===== config.mk =====
export PLATFORM = sky130hd
export DESIGN_NAME = rsc_remote_ctrl
export DESIGN_NICKNAME = d
export VERILOG_FILES = /design/src/rsc_pkg.sv /design/src/rsc_remote_ctrl.sv
export SDC_FILE = /design/constraint.sdc
export NUM_CORES = 1
export LEC_CHECK = 0
export BUFFER_PORTS_ARGS = -buffer_cell sky130_fd_sc_hd__buf_2
export CAP_MARGIN = 20
export CELL_PAD_IN_SITES_DETAIL_PLACEMENT = 2
export CELL_PAD_IN_SITES_GLOBAL_PLACEMENT = 2
export CORE_ASPECT_RATIO = 1.5
export CORE_MARGIN = 1
export CORE_UTILIZATION = 46
export DETAILED_ROUTE_END_ITERATION = 12
export GPL_TIMING_DRIVEN = 0
export PLACE_DENSITY = 0.87
export SKIP_LAST_GASP = 1
export SYNTH_ARGS = -nofsm -noshare
export SYNTH_HDL_FRONTEND = slang
export SYNTH_SLANG_ARGS = --single-unit

===== constraint.sdc =====
create_clock -name i_clk -period 5.1 [get_ports i_clk]
set_input_delay 0.255 -clock i_clk [delete_from_list [all_inputs] [get_ports i_clk]]
set_output_delay 0.255 -clock i_clk [all_outputs]
set_load 0.01 [all_outputs]

===== src/rsc_pkg.sv =====
// package: constants and types for the remote status, calibration request and terminal line editor block
// assumes one 40 MHz clock, an apb master for registers and a byte-wide serial link outside
package rsc_pkg;

  // ==========================================================================
  // apb register map (byte addresses)
  // ==========================================================================
  localparam logic [7:0] ADDR_CTRL      = 8'h00;
  localparam logic [7:0] ADDR_STATUS    = 8'h04;
  localparam logic [7:0] ADDR_CMD_ACK   = 8'h08;
  localparam logic [7:0] ADDR_TXDATA    = 8'h0C;
  localparam logic [7:0] ADDR_LINE_BASE = 8'h10;
  localparam logic [7:0] ADDR_LINE_LAST = 8'h2C;

  // ==========================================================================
  // control register fields
  // ==========================================================================
  localparam int         CTRL_W         = 9;
  localparam int         CTRL_FAULT     = 0;
  localparam int         CTRL_VALID     = 1;
  localparam int         CTRL_AUTO      = 2;
  localparam int         CTRL_UPPER     = 3;
  localparam int         CTRL_DIAG      = 4;
  localparam int         CTRL_CAL_LSB   = 5;
  localparam int         CTRL_FLAG1     = 7;
  localparam int         CTRL_FLAG2     = 8;
  localparam logic [8:0] CTRL_RESET     = 9'h000;

  // ==========================================================================
  // status register fields, status output bits, txdata fields
  // ==========================================================================
  localparam int ST_CAL_LSB  = 0;
  localparam int ST_REMOTE   = 2;
  localparam int ST_INTER    = 3;
  localparam int ST_LIST_RUN = 4;
  localparam int ST_LIST_PS  = 5;
  localparam int ST_CMD_PEND = 6;
  localparam int ST_SW_BUSY  = 7;
  localparam int ST_LEN_LSB  = 8;
  localparam int OUT_HEALTHY = 0;
  localparam int OUT_VALID   = 1;
  localparam int OUT_UPPER   = 2;
  localparam int OUT_ZERO    = 3;
  localparam int OUT_SPAN    = 4;
  localparam int OUT_SERVICE = 5;
  localparam int OUT_LOWER   = 6;
  localparam int OUT_SPARE   = 7;
  localparam int TX_EOM_BIT  = 8;

  // ==========================================================================
  // remote inputs, line buffer, characters
  // ==========================================================================
  localparam int         REQ_ZERO    = 0;
  localparam int         REQ_SPAN    = 1;
  localparam int         REQ_MID     = 2;
  localparam logic [1:0] DEB_LAST    = 2'h3;
  localparam logic [5:0] LINE_MAX    = 6'h20;
  localparam logic [7:0] CH_CTRL_C   = 8'h03;
  localparam logic [7:0] CH_CTRL_P   = 8'h10;
  localparam logic [7:0] CH_CTRL_T   = 8'h14;
  localparam logic [7:0] CH_BS       = 8'h08;
  localparam logic [7:0] CH_CR       = 8'h0D;
  localparam logic [7:0] CH_LF       = 8'h0A;
  localparam logic [7:0] CH_ESC      = 8'h1B;
  localparam logic [7:0] CH_SPACE    = 8'h20;
  localparam logic [7:0] CH_QUERY    = 8'h3F;
  localparam logic [7:0] CH_TILDE    = 8'h7E;
  localparam logic [7:0] CH_LOW_A    = 8'h61;
  localparam logic [7:0] CH_LOW_Z    = 8'h7A;
  localparam logic [7:0] CASE_OFFSET = 8'h20;

  // help listing text, every line ends in cr lf
  localparam int         HELP_LEN  = 69;
  localparam logic [6:0] HELP_LAST = 7'h44;
  localparam logic [8*HELP_LEN-1:0] HELP_TEXT =
    "C CALIBRATION\015\012D DIAGNOSTIC\015\012L LOGON\015\012T TEST\015\012V VARIABLE\015\012W WARNING\015\012";

  // ==========================================================================
  // types
  // ==========================================================================
  typedef enum logic [1:0] {CAL_NONE, CAL_ZERO, CAL_SPAN, CAL_MID} rsc_cal_t;
  typedef enum logic {TM_COMPUTER, TM_INTERACTIVE} rsc_term_t;
  typedef enum logic [1:0] {LS_IDLE, LS_RUN, LS_PAUSED} rsc_list_t;

  typedef struct packed {
    logic       psel;
    logic       penable;
    logic       pwrite;
    logic [7:0] paddr;
    logic [31:0] pwdata;
  } rsc_apb_req_t;

  typedef struct packed {
    logic [31:0] prdata;
    logic        pready;
    logic        pslverr;
  } rsc_apb_rsp_t;

  typedef struct packed {
    logic       valid;
    logic [7:0] data;
  } rsc_byte_t;

endpackage


===== src/rsc_remote_ctrl.sv =====
// module: status outputs, debounced remote calibration requests and a serial terminal front end
// assumes inputs synchronous to i_clk except the remote requests; apb slave with no wait states
//
// Overview of operation
// - healthy output on exactly when no fault
// - valid output follows measurement validity
// - auto scale: upper output when upper used
// - auto scale: lower output when lower used
// - baseline output while in zero calibration
// - full-scale output while in upscale calibration
// - service output while in diagnostic mode
// - remote baseline request enters zero calibration
// - remote full-scale request enters upscale calibration
// - remote midpoint request enters midpoint calibration
// - control-T selects interactive echoing editing mode
// - interactive only while flags one, two clear
// - control-C outside listing selects silent computer mode
// - command runs only after carriage return
// - backspace removes last entered character
// - escape discards whole pending line
// - question mark command sends command listing
// - control-C halts running listing
// - control-P resumes halted listing where stopped
// - case folded, arguments separated by space
// - every message ends with cr lf
`timescale 1ns/1ps
module rsc_remote_ctrl
  import rsc_pkg::*;
(
  input  wire logic         i_clk,
  input  wire logic         i_rst_n,
  input  wire rsc_apb_req_t i_apb,
  output rsc_apb_rsp_t      o_apb,
  input  wire logic [2:0]   i_remote_req,
  input  wire logic [2:0]   i_remote_spare,
  output logic [7:0]        o_status,
  output logic              o_remote_zero_indication,
  output logic              o_remote_span_indication,
  output logic              o_remote_midpoint_indication,
  input  wire rsc_byte_t    i_rx,
  output rsc_byte_t         o_tx,
  input  wire logic         i_tx_ready
);

  // ==========================================================================
  // state
  // ==========================================================================
  typedef struct packed {
    logic [2:0]                sync1;
    logic [2:0]                sync2;
    logic [2:0]                level;
    logic [2:0][1:0]           deb_cnt;
    rsc_cal_t                  cal;
    logic                      remote;
    logic [2:0]                remote_ind;
    logic [7:0]                status;
    logic [CTRL_W-1:0]         ctrl;
    rsc_term_t                 term;
    rsc_list_t                 list;
    logic [6:0]                help_idx;
    logic [31:0][7:0]          line;
    logic [5:0]                len;
    logic                      cmd_pend;
    logic [7:0]                echo_byte;
    logic                      echo_pend;
    logic [7:0]                sw_byte;
    logic                      sw_pend;
    logic                      sw_eom;
    logic                      pend_cr;
    logic                      pend_lf;
    rsc_byte_t                 tx;
    rsc_apb_rsp_t              apb;
  } rsc_state_t;

  rsc_state_t s_r;
  rsc_state_t s_nxt;

  // ==========================================================================
  // helpers
  // ==========================================================================
  function automatic logic addr_mapped(input logic [7:0] a);
    addr_mapped = (a[1:0] == 2'h0) && (a <= ADDR_LINE_LAST);
  endfunction

  function automatic logic [7:0] to_upper(input logic [7:0] b);
    to_upper = ((b >= CH_LOW_A) && (b <= CH_LOW_Z)) ? (b - CASE_OFFSET) : b;
  endfunction

  function automatic logic is_printable(input logic [7:0] b);
    is_printable = (b >= CH_SPACE) && (b <= CH_TILDE);
  endfunction

  function automatic logic [7:0] help_byte(input logic [6:0] idx);
    help_byte = HELP_TEXT[8*(HELP_LEN-1-int'(idx)) +: 8];
  endfunction

  // ==========================================================================
  // next state
  // ==========================================================================
  always_comb begin
    logic        flags_set;
    logic [31:0] rd;
    logic [7:0]  b;
    logic [7:0]  woff;
    flags_set = 1'b0;
    rd        = '0;
    b         = '0;
    woff      = '0;
    s_nxt     = s_r;

    // remote request synchroniser and debounce; spare inputs are not read
    s_nxt.sync1 = i_remote_req;
    s_nxt.sync2 = s_r.sync1;
    for (int k = 0; k < 3; k++) begin
      if (s_r.sync2[k] == s_r.level[k]) begin
        s_nxt.deb_cnt[k] = 2'h0;
      end else if (s_r.deb_cnt[k] == DEB_LAST) begin
        s_nxt.level[k]   = s_r.sync2[k];
        s_nxt.deb_cnt[k] = 2'h0;
      end else begin
        s_nxt.deb_cnt[k] = s_r.deb_cnt[k] + 2'h1;
      end
    end

    // calibration mode: remote requests override the software selection
    s_nxt.remote = 1'b1;
    if (s_r.level[REQ_ZERO]) begin
      s_nxt.cal = CAL_ZERO;
    end else if (s_r.level[REQ_SPAN]) begin
      s_nxt.cal = CAL_SPAN;
    end else if (s_r.level[REQ_MID]) begin
      s_nxt.cal = CAL_MID;
    end else begin
      s_nxt.cal    = rsc_cal_t'(s_r.ctrl[CTRL_CAL_LSB +: 2]);
      s_nxt.remote = 1'b0;
    end
    s_nxt.remote_ind[REQ_ZERO] = s_r.remote && (s_r.cal == CAL_ZERO);
    s_nxt.remote_ind[REQ_SPAN] = s_r.remote && (s_r.cal == CAL_SPAN);
    s_nxt.remote_ind[REQ_MID]  = s_r.remote && (s_r.cal == CAL_MID);

    // status outputs
    s_nxt.status[OUT_HEALTHY] = ~s_r.ctrl[CTRL_FAULT];
    s_nxt.status[OUT_VALID]   = s_r.ctrl[CTRL_VALID];
    s_nxt.status[OUT_UPPER]   = s_r.ctrl[CTRL_AUTO] & s_r.ctrl[CTRL_UPPER];
    s_nxt.status[OUT_LOWER]   = s_r.ctrl[CTRL_AUTO] & ~s_r.ctrl[CTRL_UPPER];
    s_nxt.status[OUT_ZERO]    = (s_r.cal == CAL_ZERO);
    s_nxt.status[OUT_SPAN]    = (s_r.cal == CAL_SPAN);
    s_nxt.status[OUT_SERVICE] = s_r.ctrl[CTRL_DIAG];
    s_nxt.status[OUT_SPARE]   = 1'b0;

    // apb: setup cycle latches the answer, access cycle presents it
    s_nxt.apb.pready  = 1'b0;
    s_nxt.apb.pslverr = 1'b0;
    if (i_apb.psel && !i_apb.penable) begin
      case (i_apb.paddr)
        ADDR_CTRL: begin
          rd[CTRL_W-1:0] = s_r.ctrl;
        end
        ADDR_STATUS: begin
          rd[ST_CAL_LSB +: 2] = s_r.cal;
          rd[ST_REMOTE]       = s_r.remote;
          rd[ST_INTER]        = (s_r.term == TM_INTERACTIVE);
          rd[ST_LIST_RUN]     = (s_r.list == LS_RUN);
          rd[ST_LIST_PS]      = (s_r.list == LS_PAUSED);
          rd[ST_CMD_PEND]     = s_r.cmd_pend;
          rd[ST_SW_BUSY]      = s_r.sw_pend;
          rd[ST_LEN_LSB +: 6] = s_r.len;
        end
        default: begin
          if (addr_mapped(i_apb.paddr) && (i_apb.paddr >= ADDR_LINE_BASE)) begin
            woff = i_apb.paddr - ADDR_LINE_BASE;
            for (int j = 0; j < 4; j++) begin
              rd[8*j +: 8] = s_r.line[{woff[4:2], 2'(j)}];
            end
          end
        end
      endcase
      s_nxt.apb.prdata  = rd;
      s_nxt.apb.pready  = 1'b1;
      s_nxt.apb.pslverr = ~addr_mapped(i_apb.paddr);
    end
    if (i_apb.psel && i_apb.penable && i_apb.pwrite && s_r.apb.pready) begin
      case (i_apb.paddr)
        ADDR_CTRL: begin
          s_nxt.ctrl = i_apb.pwdata[CTRL_W-1:0];
        end
        ADDR_CMD_ACK: begin
          if (i_apb.pwdata[0]) begin
            s_nxt.cmd_pend = 1'b0;
            s_nxt.len      = 6'h00;
          end
        end
        ADDR_TXDATA: begin
          if (!s_r.sw_pend) begin
            s_nxt.sw_byte = i_apb.pwdata[7:0];
            s_nxt.sw_eom  = i_apb.pwdata[TX_EOM_BIT];
            s_nxt.sw_pend = 1'b1;
          end
        end
        default: begin
        end
      endcase
    end

    // transmit: cr lf, echo, software bytes, then the help listing
    if (s_r.tx.valid && i_tx_ready) begin
      s_nxt.tx.valid = 1'b0;
    end
    if (!s_r.tx.valid || i_tx_ready) begin
      if (s_r.pend_cr) begin
        s_nxt.tx      = '{valid: 1'b1, data: CH_CR};
        s_nxt.pend_cr = 1'b0;
      end else if (s_r.pend_lf) begin
        s_nxt.tx      = '{valid: 1'b1, data: CH_LF};
        s_nxt.pend_lf = 1'b0;
      end else if (s_r.echo_pend) begin
        s_nxt.tx        = '{valid: 1'b1, data: s_r.echo_byte};
        s_nxt.echo_pend = 1'b0;
      end else if (s_r.sw_pend) begin
        s_nxt.tx      = '{valid: 1'b1, data: s_r.sw_byte};
        s_nxt.sw_pend = 1'b0;
        s_nxt.pend_cr = s_r.sw_eom;
        s_nxt.pend_lf = s_r.sw_eom;
      end else if (s_r.list == LS_RUN) begin
        s_nxt.tx       = '{valid: 1'b1, data: help_byte(s_r.help_idx)};
        s_nxt.help_idx = s_r.help_idx + 7'h01;
        if (s_r.help_idx == HELP_LAST) begin
          s_nxt.list = LS_IDLE;
        end
      end
    end

    // receive and line editing
    flags_set = s_r.ctrl[CTRL_FLAG1] | s_r.ctrl[CTRL_FLAG2];
    if (i_rx.valid) begin
      b = i_rx.data;
      case (b)
        CH_CTRL_T: begin
          if (!flags_set) begin
            s_nxt.term = TM_INTERACTIVE;
          end
        end
        CH_CTRL_C: begin
          if (s_r.list == LS_RUN) begin
            s_nxt.list = LS_PAUSED;
          end else if (s_r.list == LS_IDLE) begin
            s_nxt.term = TM_COMPUTER;
          end
        end
        CH_CTRL_P: begin
          if (s_r.list == LS_PAUSED) begin
            s_nxt.list = LS_RUN;
          end
        end
        CH_CR: begin
          if (!s_r.cmd_pend && (s_r.list == LS_IDLE)) begin
            if ((s_r.len != 6'h00) && (s_r.line[0] == CH_QUERY) &&
                ((s_r.len == 6'h01) || (s_r.line[1] == CH_SPACE))) begin
              s_nxt.list     = LS_RUN;
              s_nxt.help_idx = 7'h00;
              s_nxt.len      = 6'h00;
            end else if (s_r.len != 6'h00) begin
              s_nxt.cmd_pend = 1'b1;
            end
            if (s_r.term == TM_INTERACTIVE) begin
              s_nxt.pend_cr = 1'b1;
              s_nxt.pend_lf = 1'b1;
            end
          end
        end
        CH_BS: begin
          if ((s_r.term == TM_INTERACTIVE) && !s_r.cmd_pend && (s_r.len != 6'h00)) begin
            s_nxt.len = s_r.len - 6'h01;
          end
        end
        CH_ESC: begin
          if ((s_r.term == TM_INTERACTIVE) && !s_r.cmd_pend) begin
            s_nxt.len = 6'h00;
          end
        end
        default: begin
          if (is_printable(b) && !s_r.cmd_pend && (s_r.len < LINE_MAX)) begin
            s_nxt.line[s_r.len[4:0]] = to_upper(b);
            s_nxt.len                = s_r.len + 6'h01;
          end
          if (is_printable(b) && (s_r.term == TM_INTERACTIVE)) begin
            s_nxt.echo_byte = b;
            s_nxt.echo_pend = 1'b1;
          end
        end
      endcase
    end
    if (flags_set) begin
      s_nxt.term = TM_COMPUTER;
    end
  end

  // ==========================================================================
  // registers
  // ==========================================================================
  always_ff @(posedge i_clk or negedge i_rst_n) begin
    if (!i_rst_n) begin
      s_r <= '0;
    end else begin
      s_r <= s_nxt;
    end
  end

  assign o_apb                        = s_r.apb;
  assign o_tx                         = s_r.tx;
  assign o_status                     = s_r.status;
  assign o_remote_zero_indication     = s_r.remote_ind[REQ_ZERO];
  assign o_remote_span_indication     = s_r.remote_ind[REQ_SPAN];
  assign o_remote_midpoint_indication = s_r.remote_ind[REQ_MID];

endmodule


Yosys cells after proc, flatten, opt, wreduce, memory -nomap -nowiden
Index checks and enable logic that the tools add are counted.

Flip-flop bits (word level): 374. Bits in latches: 0. RAM bits: 0. ROM bits: 0. Input port bits: 61. Memories: 0.

$add $sub $neg: 9. Multiply operators: 0. Divide/modulo/power cells: 0. $lt $le $gt $ge: 13. Equality and inequality tests: 26. Shifts and indexed selects: 1. Multiplexer cells: 90. Bitwise gates (word level): 11. Reductions and logical operators: 45.

Operators by type and width (number): 552-bit by 11-bit indexed part select with 8-bit output (first input constant) (1); 282-bit two-way mux (1); 262-bit two-way mux (1); 256-bit bitwise mux (1); 256-bit two-way mux (1); 9-bit two-way mux (14); 8-bit binary-select mux with 3-bit select (4); 8-bit two-way mux (6); 2-bit two-way mux (21); 8-bit demux with 5-bit select (1); 7-bit two-way mux (5); 8-bit by 4-bit equality test with 1-bit output (second input constant) (4); 32-bit two-way mux (1); 5-bit by 6-bit < comparator with 1-bit output (second input constant) (5); 8-bit by 5-bit equality test with 1-bit output (second input constant) (3); 6-bit case mux with 4 select lines (1); 1-bit two-way mux (23); 1-bit logical AND (21); 18-bit two-way mux (1); 6-bit two-way mux (3); 9-bit case mux with 2 select lines (1); 8-bit by 6-bit equality test with 1-bit output (second input constant) (2); 8-bit by 7-bit <= comparator with 1-bit output (second input constant) (2); 2-bit equality test (second input constant) (6); 42 further kinds (66).

Logic depth before layout (Yosys ltp)
Gate-level depths: netlist of run 1.

Depth in word-level cells: 13. Gate-level depth with buffers: 14. Depth with buffers taken out: 9.

Least setup slack after synthesis of run 1
OpenSTA, ideal clock, no wires.

Kind: reg2reg. From: register s_r[327] (netlist bit). To: register s_r (netlist bit o_tx[1]). Arrival time: 2750 ps. Data required time: 5024 ps. Path slack: 2273 ps. Stages on the path, launching flop included: 12. Clock period less this slack: 2827 ps. Cells stage by stage: dfrtp_1 buf_6 buf_2 inv_1 clkbuf_1 ha_1 buf_2 xor2_1 nor2_1 o41a_1 a211o_1 o21ai_1.

Cells in the longest elaborated chain, start to end: 7.

RTL lines: from (decl) (RTL line rsc_remote_ctrl.sv:75) `rsc_state_t s_r;`; from (signal assigned) (RTL line rsc_remote_ctrl.sv:305) `s_r <= s_nxt;`; 7-bit by 7-bit subtractor with 8-bit output (RTL line rsc_remote_ctrl.sv:94) `help_byte = HELP_TEXT[8*(HELP_LEN-1-int'(idx)) +: 8];`; 552-bit by 11-bit indexed part select with 8-bit output (RTL line rsc_remote_ctrl.sv:94); 9-bit two-way mux (RTL line rsc_remote_ctrl.sv:224) `end else if (s_r.list == LS_RUN) begin`; 9-bit two-way mux (RTL line rsc_remote_ctrl.sv:219) `end else if (s_r.sw_pend) begin`; 9-bit two-way mux (RTL line rsc_remote_ctrl.sv:216) `end else if (s_r.echo_pend) begin`; 10-bit two-way mux (RTL line rsc_remote_ctrl.sv:213) `end else if (s_r.pend_lf) begin`; 9-bit two-way mux (RTL line rsc_remote_ctrl.sv:210) `if (s_r.pend_cr) begin`.

No other way between the ends. The select of a mux whose other input is x is not followed. A chain may end at the register's enable or synchronous reset.

Worst setup path after layout of run 1
From: register s_r[327] (netlist bit). To: register s_r (netlist bit o_tx[2]).

Same word-level chain as after synthesis.

==> impl_metrics.ini, run 1 <==
[setup_path]
path_class = reg -> reg
startpoint = s_r[327]$_DFF_PN0_
worstSetupStartpointType = flip-flop
cp-end-kind = flip-flop
crit_required_ns = 5.53
crit_path_max_fanout = 10
worstPathArrival_ns = 4.84
r2r-start = s_r[327]$_DFF_PN0_
r2r_slack_ns = 0.69

[drt]
met2WireLength_um = 44200
avgViaCountPerCell = 6.71
antenna_left = 0
drt_wl_total_um = 86400
drt_iter0_markers = 1392
drc = 0
wl_met1_um = 29700
vias = 15676
wl_per_cell_um = 37.0
highest_layer = met4
dr_wl_met3_um = 4230
drtPass1Iterations = 7

[die]
io_pins = 115
start_util_pct = 47.0
die_x_um = 170
core_area_um2 = 41300
dieHeight_um = 254
die-area_um2 = 43000
placementRows = 91

[global_routing]
grtUsageTotal_pct = 41.5
antenna_found_initial = 4
grt_pass1_wl_um = 128000
grt_pass1_vias = 17919
grt_max_degree = 126
overflow = 0

[logic_synthesis]
netlist-cell-type-count = 88
syn_nets = 1686
synth_top_family_by_area = multiplexers
yosysMostFrequentCell = dfrtp_1
synthSimpleGateAreaFrac_pct = 9.27
synth_top_cell_by_area = dfrtp_1
synth_area_leaders = dfrtp_1, mux2_2, mux4_2, o21ai_0, buf_4
synth_common_cells = dfrtp_1, mux2_2, nand2_1
synth_mux_area_share_pct = 25.8
synth-compound-area-share_pct = 9.47
synthesis.instances = 1613
synth-warning-count = 0
synth_fa_ha_area_share_pct = 0.773
yosysTopAreaCellShare_pct = 48.2
ys_seq_area_share_pct = 48.2
ys.flop_type = dfrtp_1
yosys.area_share.xor_xnor_pct = 1.35
ys_seq_elements = 374
synth_edf_count = 0
synth_area_um2 = 19400
synth-async-reset-ratio_pct = 100
syn_area_per_cell_um2 = 12.0

[power_and_ir_drop]
vdd_drop_max_uv = 330
power.clock.fraction_pct = 31.9
seq_power_share_pct = 43.7
switching_share_pct = 33.5
switchingPower_mw = 3.19
p_leak_nw = 10.1
p_int_mw = 6.33
p_per_area_nw_per_um2 = 432
p_comb_share_pct = 24.4
total_power_mw = 9.53

[cts]
holdBufCountCts = 11
clkTransAtPathRegs_ns = 0.07
cts.sinks = 374
cts_tree = yes
cts_buffers = 38
clk-insertion-delay-late_ns = 0.57
clk_path_buf_depth = 3
post_cts_resized = 0
clock-root-buffer = clkbuf_16
post-cts-setup-buffers = 0
htree_levels = 2

[layout]
fin_cells = 2337
drive_gt1_share_pct = 36.4
area_growth_pct = 13.6
fin_nets = 1822
multi_input_area_um2 = 9070
seqCellArea_um2 = 9360
fin_util_pct = 53.3
fillCellCount = 3930

[timing]
finalClockSkew_ns = 0.0258
finalCritPeriodShare_pct = 86.4
fmax_mhz = 227
tns_ns = 0
fin_crit_ns = 4.41
finalHoldViolations = 0
setup_viol = 0
slew_viol_final = 0
relSlewSlack_pct = 19.3
tightest_slew_ns = 1.21
rsz0062_at_grt = false

[placed_design]
placed_cells = 2256
routabilityCongestion = 0.942
port_buffers = 81
dp_hpwl_um = 54300

[min_path]
worst_hold_startpoint = i_apb[7]
hp-class = in -> reg

[status]
status = complete, no violations

[flow_run]
drv_cap = 0
-- critical path, cell delays in order, from the launching register on --
cell      delay (ns)
dfrtp_1         0.40
buf_6           0.15
buf_2           0.20
inv_1           0.15
clkbuf_1        0.61
ha_1            0.28
buf_2           0.24
buf_2           0.30
clkinv_1        0.36
nand2_1         0.40
o21ai_0         0.12
o31ai_1         0.14
o21ai_0         0.26
o311ai_1        0.54
a21oi_1         0.15
-- power by group through the flow --
stage / registers (mW) / logic (mW) / clock network [mW]
finish: 4.16 / 2.33 / 3.04
global route: 4.19 / 2.41 / 3.14
CTS: 4.13 / 2.28 / 3.05
detailed placement: 4.09 / 2.12 / 0
global placement: 3.96 / 1.93 / 0
floorplan: 3.88 / 1.45 / 0
-- worst paths after layout --
| check | end | cells past startpoint |
|---|---|---|
| min in group asynchronous | s_r[331]$_DFF_PN0_ | 2 |
| setup reg to reg | o_tx[2]$_DFFE_PN0P_ | 14 |
| max in group asynchronous | o_apb[28]$_DFFE_PN0P_ | 5 |
| hold reg to reg | s_r[371]$_DFF_PN0_ | 0 |
| setup / recovery | o_tx[2]$_DFFE_PN0P_ | 14 |
| hold / removal | s_r[54]$_DFFE_PN0P_ | 2 |
-- placed cells by master (no fill, tap or decap), drive strengths merged, types with 5 or more instances in the layout --
master	count
a22o	5
buf	182
nor4	9
a22oi	8
a21boi	5
a221oi	10
nor3	29
mux2i	20
dlygate4sd3	11
nand2	89
mux4	64
mux2	299
clkbuf	131
dfrtp	374
or2	5
a222oi	10
o211ai	12
xnor2	18
nand4	14
nand2b	18
ha	12
and2	7
nor2	99
or3	7
o221ai	5
a21oi	44
o22ai	9
nand3	29
a31oi	17
o31ai	9
clkinv	9
xor2	12
nor2b	20
and3	5
inv	18
a21o	6
o21ai	85
-- layout make-up --
class	count	area share, %
well taps	558	3.17
diodes	2	0.0227
clock buffers	54	5.09
flip-flops and latches	374	42.5
inverters	17	0.289
clock inverters	14	0.783
multi-input cells	1048	41.1
plain buffers	174	4.18
repair buffers	96	2.88
-- through the flow --
step                      hold WS [ns]  setup slack, ns  instance area, um2
after floorplan                -0.0406             2.27               19400
after global placement           0.342            -3.36               20500
after detailed placement        0.0387            0.764               20600
after CTS                     0.000854            0.837               22000
after global routing            0.0281            0.659               22000
final                           0.0257            0.692               22000
-- layer usage --
| layer | vias to the layer above | GRT usage (%) |
|---|---|---|
| met5 | - | 0 |
| met4 | 0 | 34.3 |
| met3 | 442 | 7.43 |
| met2 | 823 | 72.0 |
| met1 | 8271 | 43.7 |
| li1 | 6140 | - |
-- logic make-up after synthesis --
group / count (synthesis)
muxes: 383
DFF: 374
and+or+nand+nor: 347
AOI/OAI and AO/OA: 275
buffers and inverters: 191
xor gates and xnor gates: 30
adders and majority gates: 12
other: 1
(Power assumes the default switching activity.)
==> run 2: changes to the inputs <==
--- a/config.mk
+++ b/config.mk
@@ -12,9 +12,11 @@
 export CORE_ASPECT_RATIO = 1.5
 export CORE_MARGIN = 1
 export CORE_UTILIZATION = 46
+export CTS_BUF_LIST = sky130_fd_sc_hd__clkbuf_16
 export DETAILED_ROUTE_END_ITERATION = 12
 export GPL_TIMING_DRIVEN = 0
 export PLACE_DENSITY = 0.87
+export RECOVER_POWER = 25
 export SKIP_LAST_GASP = 1
 export SYNTH_ARGS = -nofsm -noshare
 export SYNTH_HDL_FRONTEND = slang
==> run 2 against run 1 <==
Setup slack worse by 0.12 ns. The flow now finishes with violations (capacitance limit, slew limit). Clock-buffer cell count down 15. Sequential cell count unchanged. Maximum frequency down 2.8%. Largest cell class unchanged. Core utilization down 0.25 points. Sequential power about the same.
==> impl_metrics.ini, run 2 (synthesized netlist as in run 1, its figures left out) <==
[layout]
final_common_cell = dfrtp_1
fillCellCount = 3920
design_area_um2 = 21900
fin_util_pct = 53.1
multi_input_area_um2 = 9070
fin_cells = 2339
seqCellArea_um2 = 9360
drive_gt1_share_pct = 35.7
fin_nets = 1825
final_cell_mix = dfrtp_1, mux2_2, buf_2, nand2_1, o21ai_0
area_growth_pct = 13.0

[global_routing]
grt_pass1_wl_um = 127000
grt_max_degree = 126
grt_pass1_vias = 17856
antenna_found_initial = 2
grtUsageTotal_pct = 41.1
overflow = 0

[die]
io_pins = 115
dieHeight_um = 254
die-area_um2 = 43000
core_area_um2 = 41300
die_x_um = 170
placementRows = 91
start_util_pct = 47.0

[timing]
slew_viol_final = 124
setup_viol = 0
finalHoldViolations = 0
finalHoldWorstSlack_ns = 0.0576
tightest_slew_ns = 3.25
rsz0062_at_grt = false
fin_crit_ns = 4.53
layout_setup_ws_ns = 0.567
fmax_mhz = 221
finalCritPeriodShare_pct = 88.9
finalClockSkew_ns = 0.0177
relSlewSlack_pct = -117

[cts]
post-cts-setup-buffers = 0
clkTransAtPathRegs_ns = 0.06
cts.sinks = 374
cts_buffers = 38
clk-insertion-delay-late_ns = 0.57
post_cts_resized = 0
clk_path_buf_depth = 3
htree_levels = 2
cts_tree = yes
clock-root-buffer = clkbuf_16

[placed_design]
dp_slack_ns = 0.764
port_buffers = 81
dp_hpwl_um = 54300
post_dp_cell_area_um2 = 20600
placed_cells = 2256
routabilityCongestion = 0.942

[power_and_ir_drop]
vdd_drop_max_uv = 331
p_leak_nw = 10.1
p_per_area_nw_per_um2 = 427

[drt]
drtPass1Iterations = 8
drc = 0
avgViaCountPerCell = 6.69
wl_per_cell_um = 36.8
drt_wl_total_um = 86100
antenna_left = 0
vias = 15651
drt_iter0_markers = 1439

[setup_path]
cp_common_cell = buf_2
worstPathArrival_ns = 4.95
cp-end-kind = flip-flop
r2r_slack_ns = 0.57
crit_path_cell_trace = buf_6 > buf_2 > inv_1 > clkbuf_1 > ha_1 > buf_2 > buf_2 > clkinv_1 > nand2_1 > o21ai_0 > o31ai_1 > o21ai_0 > o311ai_1 > a21oi_1
crit_path_max_fanout = 10
path_class = reg -> reg
r2r-start = s_r[327]$_DFF_PN0_
startpoint = s_r[327]$_DFF_PN0_
crit_required_ns = 5.51
endpoint = o_tx[2]$_DFFE_PN0P_
critPathMaxStageDelay_ns = 0.62
reg2reg_depth = 14
worstSetupStartpointType = flip-flop
crit_slowest_cell = clkbuf_1
worst_r2r_endpoint = o_tx[2]$_DFFE_PN0P_

[status]
status = complete, but fails checks
violations = capacitance limit, slew limit

[flow_run]
drv_cap = 1

[min_path]
hp-class = in -> async
run 2: changes by cell type in the layout (fill, tap and decap cells not counted), moves of 2 or more:
cell,before,now
clkbuf_8,9,0
buf_2,116,114
clkinv_1,2,11
clkbuf_1,82,79
inv_1,15,21
dlygate4sd3_1,11,13
run 2: how the worst min path moves through the flow:
stage                               from                  to  slack (ns)
global route                     i_rst_n  s_r[331]$_DFF_PN0_        0.08
finish                           i_rst_n  s_r[331]$_DFF_PN0_        0.06
floorplan                        i_rst_n           async pin       -0.04
CTS                              i_rst_n  s_r[331]$_DFF_PN0_        0.06
global placement    s_nxt[371]$_DFF_PN0_  s_r[371]$_DFF_PN0_        0.34
detailed placement               i_rst_n  s_r[331]$_DFF_PN0_        0.04
run 2: routing by layer:
metal | vias to the layer above | global-route usage [%] | wire (um)
met5 | - | 0.705 | 52
li1 | 6145 | - | -
met1 | 8276 | 43.5 | 29300
met3 | 374 | 7.68 | 4980
met2 | 852 | 72.2 | 44600
met4 | 4 | 31.0 | 7130
run 2: final cells by class:
class,count,share of cell area (%)
sequential,374,42.6
clock inverter,29,1.04
timing repair buffer,99,2.86
buffer,174,4.20
antenna,1,0.0114
inverter,17,0.291
clock buffer,39,4.45
tap,558,3.18
multi-input combinational,1048,41.3
run 2: critical path, delay by kind of cell (launching register included):
kind / cells / cell delay (ns)
buffers and inverters: 7 / 2.03
AO/OA/AOI/OAI: 5 / 1.28
flip-flops: 1 / 0.40
AND/OR/NAND/NOR: 1 / 0.40
adder cells (fa/ha/maj): 1 / 0.28
run 2: per-stage QoR:
step                TNS [ns]  power, mW
CTS                        0       9.29
detailed placement         0       6.22
global route               0       9.59
global placement    -1242.00       5.89
floorplan                  0       5.32
finish                     0       9.38
run 2: report_power, final:
| part | leakage, nW | internal [mW] | switching, mW | total, mW |
|---|---|---|---|---|
| combinational | 4.43 | 1.04 | 1.29 | 2.33 |
| sequential | 5.03 | 3.60 | 0.555 | 4.15 |
| clock | 0.617 | 1.55 | 1.34 | 2.90 |
run 2: what timing repair did:
item | 4_1_cts | 5_1_grt
hold buffers | 13 | 0
setup endpoints to repair | 0 | 0
endpoints found under the hold margin | 144 | 0
==> run 3: changes to the inputs <==
--- a/config.mk
+++ b/config.mk
@@ -11,11 +11,11 @@
 export CELL_PAD_IN_SITES_GLOBAL_PLACEMENT = 2
 export CORE_ASPECT_RATIO = 1.5
 export CORE_MARGIN = 1
-export CORE_UTILIZATION = 46
+export CORE_UTILIZATION = 33
 export CTS_BUF_LIST = sky130_fd_sc_hd__clkbuf_16
 export DETAILED_ROUTE_END_ITERATION = 12
 export GPL_TIMING_DRIVEN = 0
-export PLACE_DENSITY = 0.87
+export PLACE_DENSITY = 0.66
 export RECOVER_POWER = 25
 export SKIP_LAST_GASP = 1
 export SYNTH_ARGS = -nofsm -noshare
==> run 3 against run 2 <==
The run still ends with capacitance limit, slew limit left. Combinational power decreased by 11%. Sequential cell count is the same. Largest power group unchanged. Core utilization shrank 15 points.
==> impl_metrics.ini, run 3 (synthesized netlist as in run 1, its figures left out) <==
[timing]
finalClockSkew_ns = 0.0390
tns_ns = 0
finalHoldViolations = 0
rsz0062_at_grt = false
finalCritPeriodShare_pct = 89.6
setup_viol = 0
fin_crit_ns = 4.57
slew_viol_final = 173
tightest_slew_ns = 2.92
relSlewSlack_pct = -94.6
fmax_mhz = 219
finalHoldWorstSlack_ns = 0.0535

[global_routing]
grt_pass1_vias = 16139
grtUsageTotal_pct = 24.2
grt.busiest_layer = met2
grt_pass1_wl_um = 106000
grt_max_degree = 120
antenna_found_initial = 1
met1_usage_pct = 27.0
gr-usage-met2_pct = 45.3
overflow = 0
met3_usage_pct = 3.00

[die]
io_pins = 115
core_area_um2 = 58000
die_x_um = 200
placementRows = 108
dieHeight_um = 299
start_util_pct = 33.5
die-area_um2 = 59800

[cts]
post-cts-setup-buffers = 0
htree_levels = 2
clkTransAtPathRegs_ns = 0.06
cts_tree = yes
clk-insertion-delay-late_ns = 0.57
clk_path_buf_depth = 3
cts_buffers = 41
clock-root-buffer = clkbuf_16
cts.sinks = 374

[layout]
final_common_cell = dfrtp_1
design_area_um2 = 22300
area_growth_pct = 14.9
fin_nets = 1828
drive_gt1_share_pct = 36.0
diodes = 0
final_cell_mix = dfrtp_1, mux2_2, buf_2, nand2_1, o21ai_0
fillCellCount = 5963
fin_cells = 2555

[setup_path]
cp-end-kind = flip-flop
path_buf_inv = 7
critPathMaxStageDelay_ns = 0.63
crit_path_max_fanout = 10
crit_path_cell_trace = buf_6 > buf_2 > inv_1 > clkbuf_1 > ha_1 > buf_2 > buf_2 > clkinv_1 > nand2_1 > o21ai_0 > o31ai_1 > o21ai_0 > o311ai_1 > a21oi_1
path_delay_family = buffers and inverters
crit_slowest_cell = o311ai_1
worstSetupStartpointType = flip-flop
path_class = reg -> reg
crit_required_ns = 5.52
cp_common_cell = buf_2
worstPathArrival_ns = 5.00

[drt]
vias = 14015
avgViaCountPerCell = 5.49
drt_wl_total_um = 69800
drt_iter0_markers = 483
antenna_left = 0
wl_per_cell_um = 27.3
drc = 0
drtPass1Iterations = 5

[power_and_ir_drop]
p_leak_nw = 10.1
vdd_drop_max_uv = 293
p_per_area_nw_per_um2 = 403

[min_path]
hp-class = in -> reg

[placed_design]
routabilityCongestion = 0.916
post_dp_cell_area_um2 = 20900
placed_cells = 2467
dp_hpwl_um = 51000
port_buffers = 81

[status]
violations = capacitance limit, slew limit
status = complete, but fails checks

[flow_run]
drv_cap = 2
[run 3: power by group]
part	internal (mW)	total [mW]	switching (mW)
logic	1.02	2.07	1.05
clock network	1.68	2.94	1.25
registers	3.60	3.99	0.389
total	6.30	9.00	2.69
[run 3: final cells by class]
cell class              count  area, um2  area share [%]
clock buffers              43       1080            4.82
well taps                 770        963            4.32
inverters                  17       63.8           0.286
repair buffers             99        608            2.73
clock inverters            30        243            1.09
flip-flops and latches    374       9360            42.0
plain buffers             174        921            4.13
multi-input cells        1048       9070            40.7
[run 3: what timing repair did]
item | 4_1_cts | 5_1_grt
hold buffers | 14 | 0
resized for setup | 0 | 0
hold endpoints to repair | 132 | 0
[run 3: per-stage QoR]
stage                     total power [mW]  worst slack, ns  util [%]
after floorplan                       5.32             2.27         -
after global placement                5.96            -3.60      35.8
after detailed placement              6.11            0.585      36.0
after CTS                             9.11            0.593      38.5
after global routing                  9.43            0.410      38.5
final                                 9.00            0.529      38.5
[run 3: final timing paths]
| check | slack (ns) | depth (start not counted) | to | from |
|---|---|---|---|---|
| hold reg to reg | 0.35 | 0 | s_r[369]$_DFF_PN0_ | s_nxt[369]$_DFF_PN0_ |
| min in group asynchronous | 1.17 | 2 | o_apb[32]$_DFFE_PN0P_ | i_rst_n |
| setup / recovery | 0.53 | 14 | o_tx[2]$_DFFE_PN0P_ | s_r[327]$_DFF_PN0_ |
| setup reg to reg | 0.53 | 14 | o_tx[2]$_DFFE_PN0P_ | s_r[327]$_DFF_PN0_ |
| hold / removal | 0.05 | 4 | o_apb[0]$_DFF_PN0_ | i_apb[33] |
| max in group asynchronous | 1.15 | 3 | o_tx[6]$_DFFE_PN0P_ | i_rst_n |
[run 3: worst register-to-register path: cells and delay by family (launching register included)]
family | cells | cell delay, ns
flops | 1 | 0.40
fa+ha+maj | 1 | 0.29
compound gates | 5 | 1.28
buf+inv | 7 | 2.07
simple gates | 1 | 0.43
[run 3: routing by layer]
| metal | routed length [um] | up-vias | share of wire (%) |
|---|---|---|---|
| li1 | - | 6145 | - |
| met1 | 26800 | 7504 | 38 |
| met4 | 3050 | 2 | 4.4 |
| met2 | 38200 | 231 | 55 |
| met3 | 1770 | 133 | 2.5 |
| met5 | 14 | - | 0.020 |
